[src/hdl/fcp_pkg.sv]
// Purpose: Shared constants and types for the flash command host.
// Assumes: 250 MHz ref_clk, byte-wide flash, AHB-Lite register port.
// Notes:   All offsets, fields and timings are named here once.
package fcp_pkg;
  // --------------------------------------------------------------------
  // Timing
  // --------------------------------------------------------------------
  localparam int CLK_PERIOD_PS   = 4000;
  localparam int WAKE_READ_NS    = 400;
  localparam int WAKE_READ_CYC   = (WAKE_READ_NS * 1000 + CLK_PERIOD_PS - 1)
                                   / CLK_PERIOD_PS;
  localparam int WAKE_WRITE_NS   = 1000;
  localparam int WAKE_WRITE_CYC  = (WAKE_WRITE_NS * 1000 + CLK_PERIOD_PS - 1)
                                   / CLK_PERIOD_PS;
  localparam int BUS_CYCLE_NS    = 120;
  localparam int BUS_CYCLE_CYC   = (BUS_CYCLE_NS * 1000 + CLK_PERIOD_PS - 1)
                                   / CLK_PERIOD_PS;
  localparam int CNT_W           = 16;

  // --------------------------------------------------------------------
  // Flash command bytes and status bit positions
  // --------------------------------------------------------------------
  localparam logic [7:0] CMD_READ_ARRAY   = 8'hff;
  localparam logic [7:0] CMD_READ_STATUS  = 8'h70;
  localparam logic [7:0] CMD_CLEAR_STATUS = 8'h50;
  localparam logic [7:0] CMD_BYTE_WRITE   = 8'h40;
  localparam logic [7:0] CMD_ERASE_SETUP  = 8'h20;
  localparam logic [7:0] CMD_ERASE_CONF   = 8'hd0;
  localparam int SR_READY   = 7;
  localparam int SR_ERASE   = 5;
  localparam int SR_WRITE   = 4;
  localparam int SR_SUPPLY  = 3;

  // --------------------------------------------------------------------
  // Register map (byte addresses) and fields
  // --------------------------------------------------------------------
  localparam logic [7:0] REG_CTRL   = 8'h00;
  localparam logic [7:0] REG_ADDR   = 8'h04;
  localparam logic [7:0] REG_DATA   = 8'h08;
  localparam logic [7:0] REG_STATUS = 8'h0c;
  localparam logic [7:0] REG_IRQ    = 8'h10;
  localparam logic [7:0] REG_MASK   = 8'h14;
  localparam int CTRL_GO    = 0;
  localparam int CTRL_OP_LO = 1;
  localparam int CTRL_PD    = 4;
  localparam int IRQ_DONE   = 0;
  localparam int IRQ_ERR    = 1;
  localparam int IRQ_W      = 2;

  typedef enum logic [2:0] {
    OP_READ, OP_WRITE, OP_ERASE, OP_CLEAR, OP_RESET, OP_STATUS
  } fcp_op_t;

  // Flash pin bundle driven by the host.
  typedef struct packed {
    logic        ce_n;
    logic        oe_n;
    logic        we_n;
    logic        reset_powerdown_n;
    logic [19:0] addr;
  } fcp_pins_t;
endpackage

[src/hdl/fcp_host.sv]
// Purpose: Host controller driving a byte-wide flash through its pins.
// Assumes: Flash inputs synchronous to ref_clk; one AHB-Lite master.
// Notes:   Software starts one operation at a time through CTRL.
//
// Implementation choices: the AHB-Lite interface to the registers and the placing of the registers.
`timescale 1ns/1ps
module fcp_host #(
  parameter int WAKE_RD = fcp_pkg::WAKE_READ_CYC,
  parameter int WAKE_WR = fcp_pkg::WAKE_WRITE_CYC,
  parameter int BUS_CYC = fcp_pkg::BUS_CYCLE_CYC
) (
  input  wire logic               ref_clk,
  input  wire logic               rst_n,
  input  wire logic               hsel,
  input  wire logic [31:0]        haddr,
  input  wire logic [1:0]         htrans,
  input  wire logic               hwrite,
  input  wire logic [2:0]         hsize,
  input  wire logic [31:0]        hwdata,
  input  wire logic               hready,
  output logic                    hreadyout,
  output logic                    hresp,
  output logic [31:0]             hrdata,
  output fcp_pkg::fcp_pins_t      pins,
  input  wire logic [7:0]         dq_in,
  output logic [7:0]              dq_out,
  output logic                    dq_oe,
  input  wire logic               ready_busy,
  output logic                    irq
);
  // --------------------------------------------------------------------
  // AHB-Lite slave
  // --------------------------------------------------------------------
  typedef enum {S_IDLE, S_WAKE, S_CMD, S_DATA, S_POLL, S_RDSR, S_CHECK,
                S_FIN, S_RDARR, S_DONE} fcp_state_t;
  fcp_state_t  state_q;
  logic        wr_ph_q;
  logic [7:0]  wa_q;
  logic        go_q;
  fcp_pkg::fcp_op_t op_q;
  logic        pd_q;
  logic [19:0] addr_q;
  logic [7:0]  data_q;
  logic [7:0]  sr_q;
  logic [fcp_pkg::IRQ_W-1:0] irq_q;
  logic [fcp_pkg::IRQ_W-1:0] mask_q;
  logic [fcp_pkg::IRQ_W-1:0] ev;
  logic        rd_irq;
  logic        setup;
  logic        busy;

  assign setup     = hsel && hready && htrans[1];
  assign hreadyout = 1'b1;
  assign hresp     = 1'b0;
  // Busy covers the go pulse too, so a CTRL read right after GO sees it.
  assign busy      = (state_q != S_IDLE) || go_q;
  assign rd_irq    = setup && !hwrite && haddr[7:0] == fcp_pkg::REG_IRQ;

  // Write data phase lands one cycle after the address phase.
  always_ff @(posedge ref_clk) begin
    if (!rst_n) begin
      wr_ph_q <= 1'b0;
      wa_q    <= 8'h00;
      go_q    <= 1'b0;
      op_q    <= fcp_pkg::OP_READ;
      pd_q    <= 1'b0;
      addr_q  <= 20'h00000;
      data_q  <= 8'h00;
      mask_q  <= '0;
    end else begin
      wr_ph_q <= setup && hwrite;
      wa_q    <= haddr[7:0];
      go_q    <= 1'b0;
      if (wr_ph_q) begin
        case (wa_q)
          fcp_pkg::REG_CTRL: begin
            go_q <= hwdata[fcp_pkg::CTRL_GO] && !busy;
            if (!busy) begin
              op_q <= fcp_pkg::fcp_op_t'(hwdata[fcp_pkg::CTRL_OP_LO +: 3]);
              pd_q <= hwdata[fcp_pkg::CTRL_PD];
            end
          end
          fcp_pkg::REG_ADDR: addr_q <= hwdata[19:0];
          fcp_pkg::REG_DATA: data_q <= hwdata[7:0];
          fcp_pkg::REG_MASK: mask_q <= hwdata[fcp_pkg::IRQ_W-1:0];
          default: ;
        endcase
      end
    end
  end

  // Read data registered in the data phase; unmapped reads give zero.
  always_ff @(posedge ref_clk) begin
    if (!rst_n) begin
      hrdata <= 32'h00000000;
    end else if (setup && !hwrite) begin
      case (haddr[7:0])
        fcp_pkg::REG_CTRL:   hrdata <= {27'h0, pd_q, 3'h0, busy};
        fcp_pkg::REG_ADDR:   hrdata <= {12'h000, addr_q};
        fcp_pkg::REG_DATA:   hrdata <= {24'h000000, data_q};
        fcp_pkg::REG_STATUS: hrdata <= {24'h000000, sr_q};
        fcp_pkg::REG_IRQ:    hrdata <= {30'h0, irq_q};
        fcp_pkg::REG_MASK:   hrdata <= {30'h0, mask_q};
        default:             hrdata <= 32'h00000000;
      endcase
    end
  end

  // Sticky events; a new event beats the read-clear in the same cycle.
  always_ff @(posedge ref_clk) begin
    if (!rst_n) begin
      irq_q <= '0;
    end else begin
      irq_q <= (rd_irq ? '0 : irq_q) | ev;
    end
  end
  assign irq = |(irq_q & mask_q);

  // --------------------------------------------------------------------
  // Flash sequencer
  // --------------------------------------------------------------------
  logic [fcp_pkg::CNT_W-1:0] cnt_q;
  logic        second_q;
  logic        strobe;
  logic [7:0]  byte_out;
  logic        cnt_zero;
  assign cnt_zero = (cnt_q == '0);

  // Command byte for first and second bus write of each operation.
  always_comb begin
    byte_out = fcp_pkg::CMD_READ_ARRAY;
    case (op_q)
      fcp_pkg::OP_WRITE:
        byte_out = second_q ? data_q : fcp_pkg::CMD_BYTE_WRITE;
      fcp_pkg::OP_ERASE:
        byte_out = second_q ? fcp_pkg::CMD_ERASE_CONF
                            : fcp_pkg::CMD_ERASE_SETUP;
      fcp_pkg::OP_CLEAR:  byte_out = fcp_pkg::CMD_CLEAR_STATUS;
      fcp_pkg::OP_STATUS: byte_out = fcp_pkg::CMD_READ_STATUS;
      default:            byte_out = fcp_pkg::CMD_READ_ARRAY;
    endcase
  end

  assign ev[fcp_pkg::IRQ_DONE] = (state_q == S_DONE);
  // Only jobs that read the device status may raise an error; an array
  // byte or a stale status word would give false alarms.
  assign ev[fcp_pkg::IRQ_ERR]  = (state_q == S_DONE) && !pd_q &&
    (op_q == fcp_pkg::OP_WRITE || op_q == fcp_pkg::OP_ERASE ||
     op_q == fcp_pkg::OP_STATUS) &&
    (sr_q[fcp_pkg::SR_SUPPLY] || sr_q[fcp_pkg::SR_WRITE] ||
     sr_q[fcp_pkg::SR_ERASE]);

  // Each bus phase lasts BUS_CYC+1 cycles; the counter also times wake-up.
  always_ff @(posedge ref_clk) begin
    if (!rst_n) begin
      state_q  <= S_IDLE;
      cnt_q    <= '0;
      second_q <= 1'b0;
      sr_q     <= 8'h80;
    end else begin
      if (!cnt_zero)
        cnt_q <= cnt_q - 1'b1;
      case (state_q)
        S_IDLE: if (go_q) begin
          second_q <= 1'b0;       // Each go sends the full sequence.
          if (pd_q) begin
            state_q <= S_DONE;    // Stays in powerdown until a later go.
          end else if (!pins.reset_powerdown_n) begin
            // Wait the longer of the two wake delays before any strobe.
            cnt_q   <= fcp_pkg::CNT_W'((WAKE_WR > WAKE_RD) ?
                                       WAKE_WR : WAKE_RD);
            state_q <= S_WAKE;
          end else if (op_q == fcp_pkg::OP_READ) begin
            cnt_q   <= fcp_pkg::CNT_W'(BUS_CYC);
            state_q <= S_RDARR;
          end else begin
            cnt_q   <= fcp_pkg::CNT_W'(BUS_CYC);
            state_q <= S_CMD;
          end
        end
        S_WAKE: if (cnt_zero) begin
          sr_q    <= 8'h80;       // Device status restarts after powerdown.
          cnt_q   <= fcp_pkg::CNT_W'(BUS_CYC);
          state_q <= (op_q == fcp_pkg::OP_READ) ? S_RDARR : S_CMD;
        end
        S_CMD: if (cnt_zero) begin
          cnt_q <= fcp_pkg::CNT_W'(BUS_CYC);
          if (!second_q && (op_q == fcp_pkg::OP_WRITE ||
                            op_q == fcp_pkg::OP_ERASE)) begin
            second_q <= 1'b1;
            state_q  <= S_DATA;
          end else if (second_q) begin
            state_q <= S_POLL;    // The pair is in; wait for the job.
          end else if (op_q == fcp_pkg::OP_STATUS) begin
            state_q <= S_RDSR;
          end else begin
            state_q <= S_FIN;
          end
        end
        S_DATA: if (cnt_zero) begin   // Recovery gap between writes.
          cnt_q   <= fcp_pkg::CNT_W'(BUS_CYC);
          state_q <= S_CMD;       // Second write of the pair follows.
        end
        S_POLL: if (ready_busy && cnt_zero) begin
          cnt_q   <= fcp_pkg::CNT_W'(BUS_CYC);
          state_q <= S_RDSR;
        end
        S_RDSR: if (cnt_zero) begin
          sr_q    <= dq_in;       // Status latched at end of read strobe.
          cnt_q   <= fcp_pkg::CNT_W'(BUS_CYC);
          state_q <= S_CHECK;
        end
        S_CHECK: if (cnt_zero) begin
          cnt_q   <= fcp_pkg::CNT_W'(BUS_CYC);
          state_q <= (op_q == fcp_pkg::OP_STATUS) ? S_DONE : S_FIN;
        end
        S_FIN: if (cnt_zero) begin    // Return to array reads.
          cnt_q   <= fcp_pkg::CNT_W'(BUS_CYC);
          state_q <= S_RDARR;
        end
        S_RDARR: if (cnt_zero) begin
          if (op_q == fcp_pkg::OP_READ)
            sr_q <= dq_in;        // Array byte shown in STATUS for reads.
          state_q <= S_DONE;
        end
        S_DONE: state_q <= S_IDLE;
        default: state_q <= S_IDLE;
      endcase
    end
  end

  // Strobe low for the first half of each write phase.
  assign strobe = (cnt_q > fcp_pkg::CNT_W'(BUS_CYC / 2));

  // Pins come from flops so the flash never sees a combinational glitch.
  always_ff @(posedge ref_clk) begin
    if (!rst_n) begin
      pins   <= '{ce_n: 1'b1, oe_n: 1'b1, we_n: 1'b1,
                  reset_powerdown_n: 1'b0, addr: 20'h00000};
      dq_out <= 8'h00;
      dq_oe  <= 1'b1;
    end else begin
      pins.addr <= addr_q;
      pins.reset_powerdown_n <= !(pd_q && state_q == S_DONE) &&
        (pins.reset_powerdown_n || state_q == S_WAKE);
      // Both strobe and select low only inside a write phase.
      pins.we_n <= !((state_q == S_CMD || state_q == S_FIN) &&
                     strobe);
      pins.ce_n <= !(state_q == S_CMD || state_q == S_FIN ||
                     state_q == S_RDSR || state_q == S_RDARR);
      pins.oe_n <= !(state_q == S_RDSR || state_q == S_RDARR);
      dq_out    <= (state_q == S_FIN) ? fcp_pkg::CMD_READ_ARRAY
                                      : byte_out;
      dq_oe     <= !(state_q == S_CMD || state_q == S_FIN);
    end
  end

  // --------------------------------------------------------------------
  // Checks
  // --------------------------------------------------------------------
  wr_gate_a: assert property (@(posedge ref_clk) disable iff (!rst_n)
    !pins.we_n |-> !pins.ce_n && !dq_oe)
    else $error("write strobe without select or data drive");
  wake_wait_a: assert property (@(posedge ref_clk) disable iff (!rst_n)
    $rose(pins.reset_powerdown_n) |-> pins.we_n [*8])
    else $error("write too soon after wake");
  pd_quiet_a: assert property (@(posedge ref_clk) disable iff (!rst_n)
    !pins.reset_powerdown_n |-> pins.we_n && pins.oe_n)
    else $error("strobe during powerdown");
  final_ff_a: assert property (@(posedge ref_clk) disable iff (!rst_n)
    state_q == S_FIN |=> state_q == S_FIN || state_q == S_RDARR)
    else $error("read array step skipped");
  wake_quiet_a: assert property (@(posedge ref_clk) disable iff (!rst_n)
    state_q == S_WAKE |-> pins.we_n && pins.oe_n && pins.ce_n)
    else $error("flash strobed during wake delay");
  fin_ff_a: assert property (@(posedge ref_clk) disable iff (!rst_n)
    !pins.we_n && $past(state_q) == S_FIN |->
      dq_out == fcp_pkg::CMD_READ_ARRAY)
    else $error("closing write is not read array");
endmodule

[config.mk]
export PLATFORM = sky130hd
export DESIGN_NAME = fcp_host
export DESIGN_NICKNAME = d
export VERILOG_FILES = /design/src/hdl/fcp_pkg.sv /design/src/hdl/fcp_host.sv
export SDC_FILE = /design/constraint.sdc
export NUM_CORES = 1
export LEC_CHECK = 0
export ABC_AREA = 1
export CAP_MARGIN = 40
export CORE_MARGIN = 3
export CORE_UTILIZATION = 55
export CTS_BUF_LIST = sky130_fd_sc_hd__clkbuf_4 sky130_fd_sc_hd__clkbuf_8
export DETAILED_ROUTE_END_ITERATION = 8
export DONT_BUFFER_PORTS = 1
export GPL_ROUTABILITY_DRIVEN = 0
export GPL_TIMING_DRIVEN = 0
export PLACE_DENSITY_LB_ADDON = 0.08
export SETUP_SLACK_MARGIN = 0.05
export SYNTH_ARGS = -nofsm -noshare
export SYNTH_HDL_FRONTEND = slang
export SYNTH_SLANG_ARGS = --single-unit
[constraint.sdc]
create_clock -name ref_clk -period 1.7 [get_ports ref_clk]
set_clock_uncertainty 0.15 [all_clocks]
set_input_delay 0.34 -clock ref_clk [delete_from_list [all_inputs] [get_ports ref_clk]]
set_output_delay 0.34 -clock ref_clk [all_outputs]
set_load 0.1 [all_outputs]
== After elaboration in Yosys (flattened, before gate mapping) ==
Cells that the tools add are included.
Cells by class
  equality and inequality tests: 37
  mux-type cells: 39
  bitwise logic cells: 3
  reduce and logical (&&, ||, !) cells: 51
  add/sub/neg operators: 1
  magnitude comparators: 1
Operators with widths (count)
  32-bit 2-to-1 mux: 9
  32-bit case mux with 9 select lines: 1
  32-bit by 3-bit equality test with 1-bit output, second input constant: 5
  20-bit case mux with 6 select lines: 1
  32-bit by 2-bit equality test with 1-bit output, second input constant: 3
  32-bit by 4-bit equality test with 1-bit output, second input constant: 3
  16-bit 2-to-1 mux: 5
  32-bit by 5-bit equality test with 1-bit output, second input constant: 2
  8-bit 2-to-1 mux: 8
  16-bit case mux with 3 select lines: 1
  32-bit by 1-bit equality test with 1-bit output, second input constant: 1
  32-bit zero test: 1
  8-bit case mux with 4 select lines: 1
  32-bit nonzero test: 1
  8-bit by 4-bit equality test with 1-bit output, second input constant: 3
  8-bit by 5-bit equality test with 1-bit output, second input constant: 3
  8-bit case mux with 3 select lines: 1
  2-bit inequality test, second input constant: 11
  8-bit by 3-bit equality test with 1-bit output, second input constant: 2
  16-bit by 4-bit greater-than comparator with 1-bit output, second input constant: 1
  16-bit zero test: 1
  8-bit zero test: 2
  4-bit 2-to-1 mux: 4
  16-bit by 1-bit subtractor with 16-bit output, second input constant: 1
  23 further kinds: 61
Storage, ports and cells
  bits in registers: 168

== Depth between registers and ports, before layout ==
  word-level depth: 6
  mapped depth: 11

== Worst setup path after synthesis ==
OpenSTA, ideal clock, no wires.
  path kind: reg2reg
  start point: reg pins[20] (netlist name)
  end point: reg cnt_q[5] (netlist name)
  cell stages (with the launch flop): 8
  setup slack: -0.136 ns
  period minus slack after synthesis: 1.836 ns
  buffers on the path: 0
  required time: 1.418 ns
  setup time: 0.132 ns
  data arrival time: 1.554 ns
  path through: dfxtp_1 -> nand2_1 -> nand3_1 -> nand2_1 -> a21oi_2 -> nand3_2 -> nand2_1 -> a21oi_1
Between the ends
  longest elaborated chain between the ends: 4
RTL lines
  start, declared: RTL line fcp_host.sv:24  | output fcp_pkg::fcp_pins_t pins,
  start signal, assigned: RTL line fcp_host.sv:238  | pins <= '{ce_n: 1'b1, oe_n: 1'b1, we_n: 1'b1,
  8-bit 2-to-1 mux: RTL line fcp_host.sv:168  | end else if (!pins.reset_powerdown_n) begin
  16-bit 2-to-1 mux: RTL line fcp_host.sv:166  | if (pd_q) begin
  16-bit 2-to-1 mux: RTL line fcp_host.sv:164  | S_IDLE: if (go_q) begin
  16-bit case mux with 3 select lines: RTL line fcp_host.sv:163  | case (state_q)
  end signal, assigned: RTL line fcp_host.sv:162  | cnt_q <= cnt_q - 1'b1;
  end signal, assigned: RTL line fcp_host.sv:170  | cnt_q <= fcp_pkg::CNT_W'((WAKE_WR > WAKE_RD) ?
  end signal, assigned: RTL line fcp_host.sv:174  | cnt_q <= fcp_pkg::CNT_W'(BUS_CYC);
  end, declared: RTL line fcp_host.sv:122  | logic [fcp_pkg::CNT_W-1:0] cnt_q;
Every way passes these cells.
A chain may end at the register's enable or synchronous reset.

== Final worst setup path ==
  start point: reg mask_q[0] (netlist name)
  end point: out irq
Between the ends
  longest elaborated chain between the ends: 2
RTL lines
  start, declared: RTL line fcp_host.sv:46  | logic [fcp_pkg::IRQ_W-1:0] mask_q;
  start signal, assigned: RTL line fcp_host.sv:85  | fcp_pkg::REG_MASK: mask_q <= hwdata[fcp_pkg::IRQ_W-1:0];
  2-bit bitwise AND: RTL line fcp_host.sv:117  | assign irq = |(irq_q & mask_q);
  2-bit OR reduction: RTL line fcp_host.sv:117
  end, declared: RTL line fcp_host.sv:29  | output logic irq
Every way passes these cells.

==> impl_metrics.json <==
{
  "synthDistinctLibCells": 48,
  "rsz0062_at_grt": "yes",
  "async_flop_share": 0,
  "io_pins": 151,
  "wirelength_mm": 20.6,
  "max_freq_mhz": 579,
  "p_leak_nw": 3.68,
  "syn_inst": 780,
  "hold_path.class": "input pin to flop",
  "avgSynthCellArea_um2": 7.30,
  "grt.total_usage": 0.335,
  "num_rows": 36,
  "syn_to_final_growth_pct": 46.9,
  "start_kind": "flop",
  "crit_path_end_kind": "primary output",
  "ir_drop_mv": 1.19,
  "cts-root-buf": "clkbuf_8",
  "synth_edf_count": 0,
  "fin_nets": 1019,
  "dpl_cell_area_mm2": 0.00686,
  "outcome": "finished with violations",
  "cts-htree-levels": 4,
  "highest_layer": "met5",
  "yosysSeqAreaShare": 0.450,
  "netlist.area_leader.share": 0.450,
  "critical_path_peak_fanout": 2,
  "fillers": 526,
  "antenna_found_initial": 1,
  "drc": 0,
  "yosysTopAreaCell": "dfxtp_1",
  "tightest_slew_ns": 0.832,
  "hold_violations": 0,
  "ys_top_cells_by_count": "nand2_1, dfxtp_1, nor2_1",
  "yosysMostFrequentCell": "nand2_1",
  "slew_headroom": 0.446,
  "worstSetupPathType": "flop to primary output",
  "globalRouteOverflowTotal": 0,
  "dr_wl_met2_mm": 10.6,
  "clkSinkCount": 128,
  "finalPower_mw": 11.8,
  "first_global_vias": 5882,
  "ant_nets": 0,
  "met1_length_mm": 7.37,
  "die_h_um": 108,
  "wl_per_cell_um": 19.1,
  "setup_slack_ns": -0.0258,
  "drt_iter0_drc": 709,
  "dpl.cell_count": 978,
  "setup_viol": 9,
  "violations": "setup timing",
  "cp.arrival_ns": 1.24,
  "cp.required_ns": 1.21,
  "path_clk_slew_ns": 0.08,
  "ys_seq_elements": 128,
  "drive_gt1_frac": 0.276,
  "drv_cap": 0,
  "hpwlAfterDp_mm": 11.7,
  "final.setup.tns_ns": -0.0974,
  "ys_top_cells_by_area": "dfxtp_1, nand2_1, nor2_1",
  "fin_area_mm2": 0.00836,
  "dp_slack_ns": -0.292,
  "yosys_warnings": 0,
  "vias_per_cell": 5.68,
  "fin_crit_sh": 1.02,
  "power.density_mw_per_mm2": 1410,
  "wl_met3_mm": 1.64,
  "drv_slew": 0,
  "insertion_delay_ns": 0.45,
  "instances_no_fill": 1078,
  "cts_buffer_depth": 2,
  "port-buffer-count": 0,
  "period_needed_ns": 1.73,
  "dieArea_mm2": 0.0116,
  "cts_made_buffers": 17,
  "firstDrtPassIters": 6,
  "coreArea_mm2": 0.00991,
  "grt_max_degree": 17,
  "cts_tree": "yes",
  "via_count": 6121,
  "synth_flop_cell": "dfxtp_1",
  "synthesis.area_mm2": 0.00569,
  "start_util": 0.574,
  "grt_first_pass_wirelength_mm": 30.2,
  "die_w_um": 108
}
[critical path: stages (launching register included)]
cell	delay, ns
dfxtp_2	0.34
a22o_4	0.27
buf_16	0.17
[sequential cells by signal (all words and copies together), names as in the netlist, 2 cells and up]
name	cells
addr_q	20
cnt_q	16
data_q	8
dq_out	8
hrdata	20
irq_q	2
mask_q	2
op_q	3
pins	24
sr_q	8
state_q	4
wa_q	8
[routing by layer]
metal  GRT usage  up-vias
li1            -     2795
met5           0        -
met4       0.119        2
met3      0.0696      101
met1       0.397     2823
met2       0.595      400
[layout make-up]
| type | count | area, um^2 | share of cell area |
|---|---|---|---|
| well taps | 133 | 166 | 0.0199 |
| clock buffers | 17 | 234 | 0.0280 |
| diodes | 1 | 2.50 | 0.000299 |
| inverters | 79 | 312 | 0.0373 |
| multi-input cells | 551 | 3060 | 0.366 |
| clock inverters | 13 | 189 | 0.0226 |
| flip-flops and latches | 128 | 2600 | 0.311 |
| repair buffers | 121 | 1570 | 0.188 |
| plain buffers | 35 | 231 | 0.0277 |
[report_power, final]
| part | total, mW | internal [mW] | switching [mW] | leakage, nW |
|---|---|---|---|---|
| clock | 2.89 | 1.59 | 1.30 | 0.208 |
| combinational | 5.15 | 2.01 | 3.14 | 2.43 |
| sequential | 3.73 | 3.33 | 0.404 | 1.05 |
[through the flow]
step	hold slack (ns)	utilization
floorplan	0.257	-
global placement	0.286	0.601
detailed placement	0.283	0.692
CTS	0.0267	0.816
global route	0.107	0.843
finish	0.0980	0.843
[worst paths after layout]
| path | start | end | slack [ns] | depth (start not counted) |
|---|---|---|---|---|
| hold reg to reg | addr_q[0]$_SDFFE_PN0P_ | pins[0]$_SDFF_PN0_ | 0.30 | 2 |
| hold / removal | ready_busy | cnt_q[2]$_SDFF_PN0_ | 0.1 | 4 |
| setup / recovery | mask_q[0]$_SDFFE_PN0P_ | irq | -0.03 | 2 |
| setup reg to reg | cnt_q[4]$_SDFF_PN0_ | state_q[3]$_SDFFE_PN0P_ | -0.02 | 10 |
[repair_timing]
action                                  CTS  global route
resized for setup                        94            50
endpoints found under the setup margin   63            70
hold endpoints to repair                 51             1
pin swaps                                29            18
gates cloned                              3             1
hold buffers                             39             1
buffers inserted                         18             8
[layout by cell type (no fill, tap or decap), drive strengths merged, types with 2 or more instances in the layout]
cell         Yosys  layout
dlygate4sd3      0      40
nor3            13      13
xor2             7       7
nand3b           5       5
clkinvlp         0       2
o21ai           51      52
nand4            6       6
buf             21     102
nor2           132     132
clkinv           3       7
dfxtp          128     128
o211ai           3       3
nand3           67      67
or2              2       2
a21oi           57      57
clkbuf          14      31
nand2          179     179
inv             76      79
ha               3       3
xnor2            3       3
conb             2      14
bufinv           0       4
[cell families (layout without fill, tap and decap cells)]
family | Yosys count | after routing | synth area share
buf+inv | 114 | 265 | 0.0882
other cells | 2 | 15 | 0.00132
fa+ha+maj | 3 | 3 | 0.00660
xor+xnor | 10 | 10 | 0.0154
compound gates | 117 | 118 | 0.113
simple gates | 406 | 406 | 0.326
flops | 128 | 128 | 0.450
(Power assumes the default switching activity.)
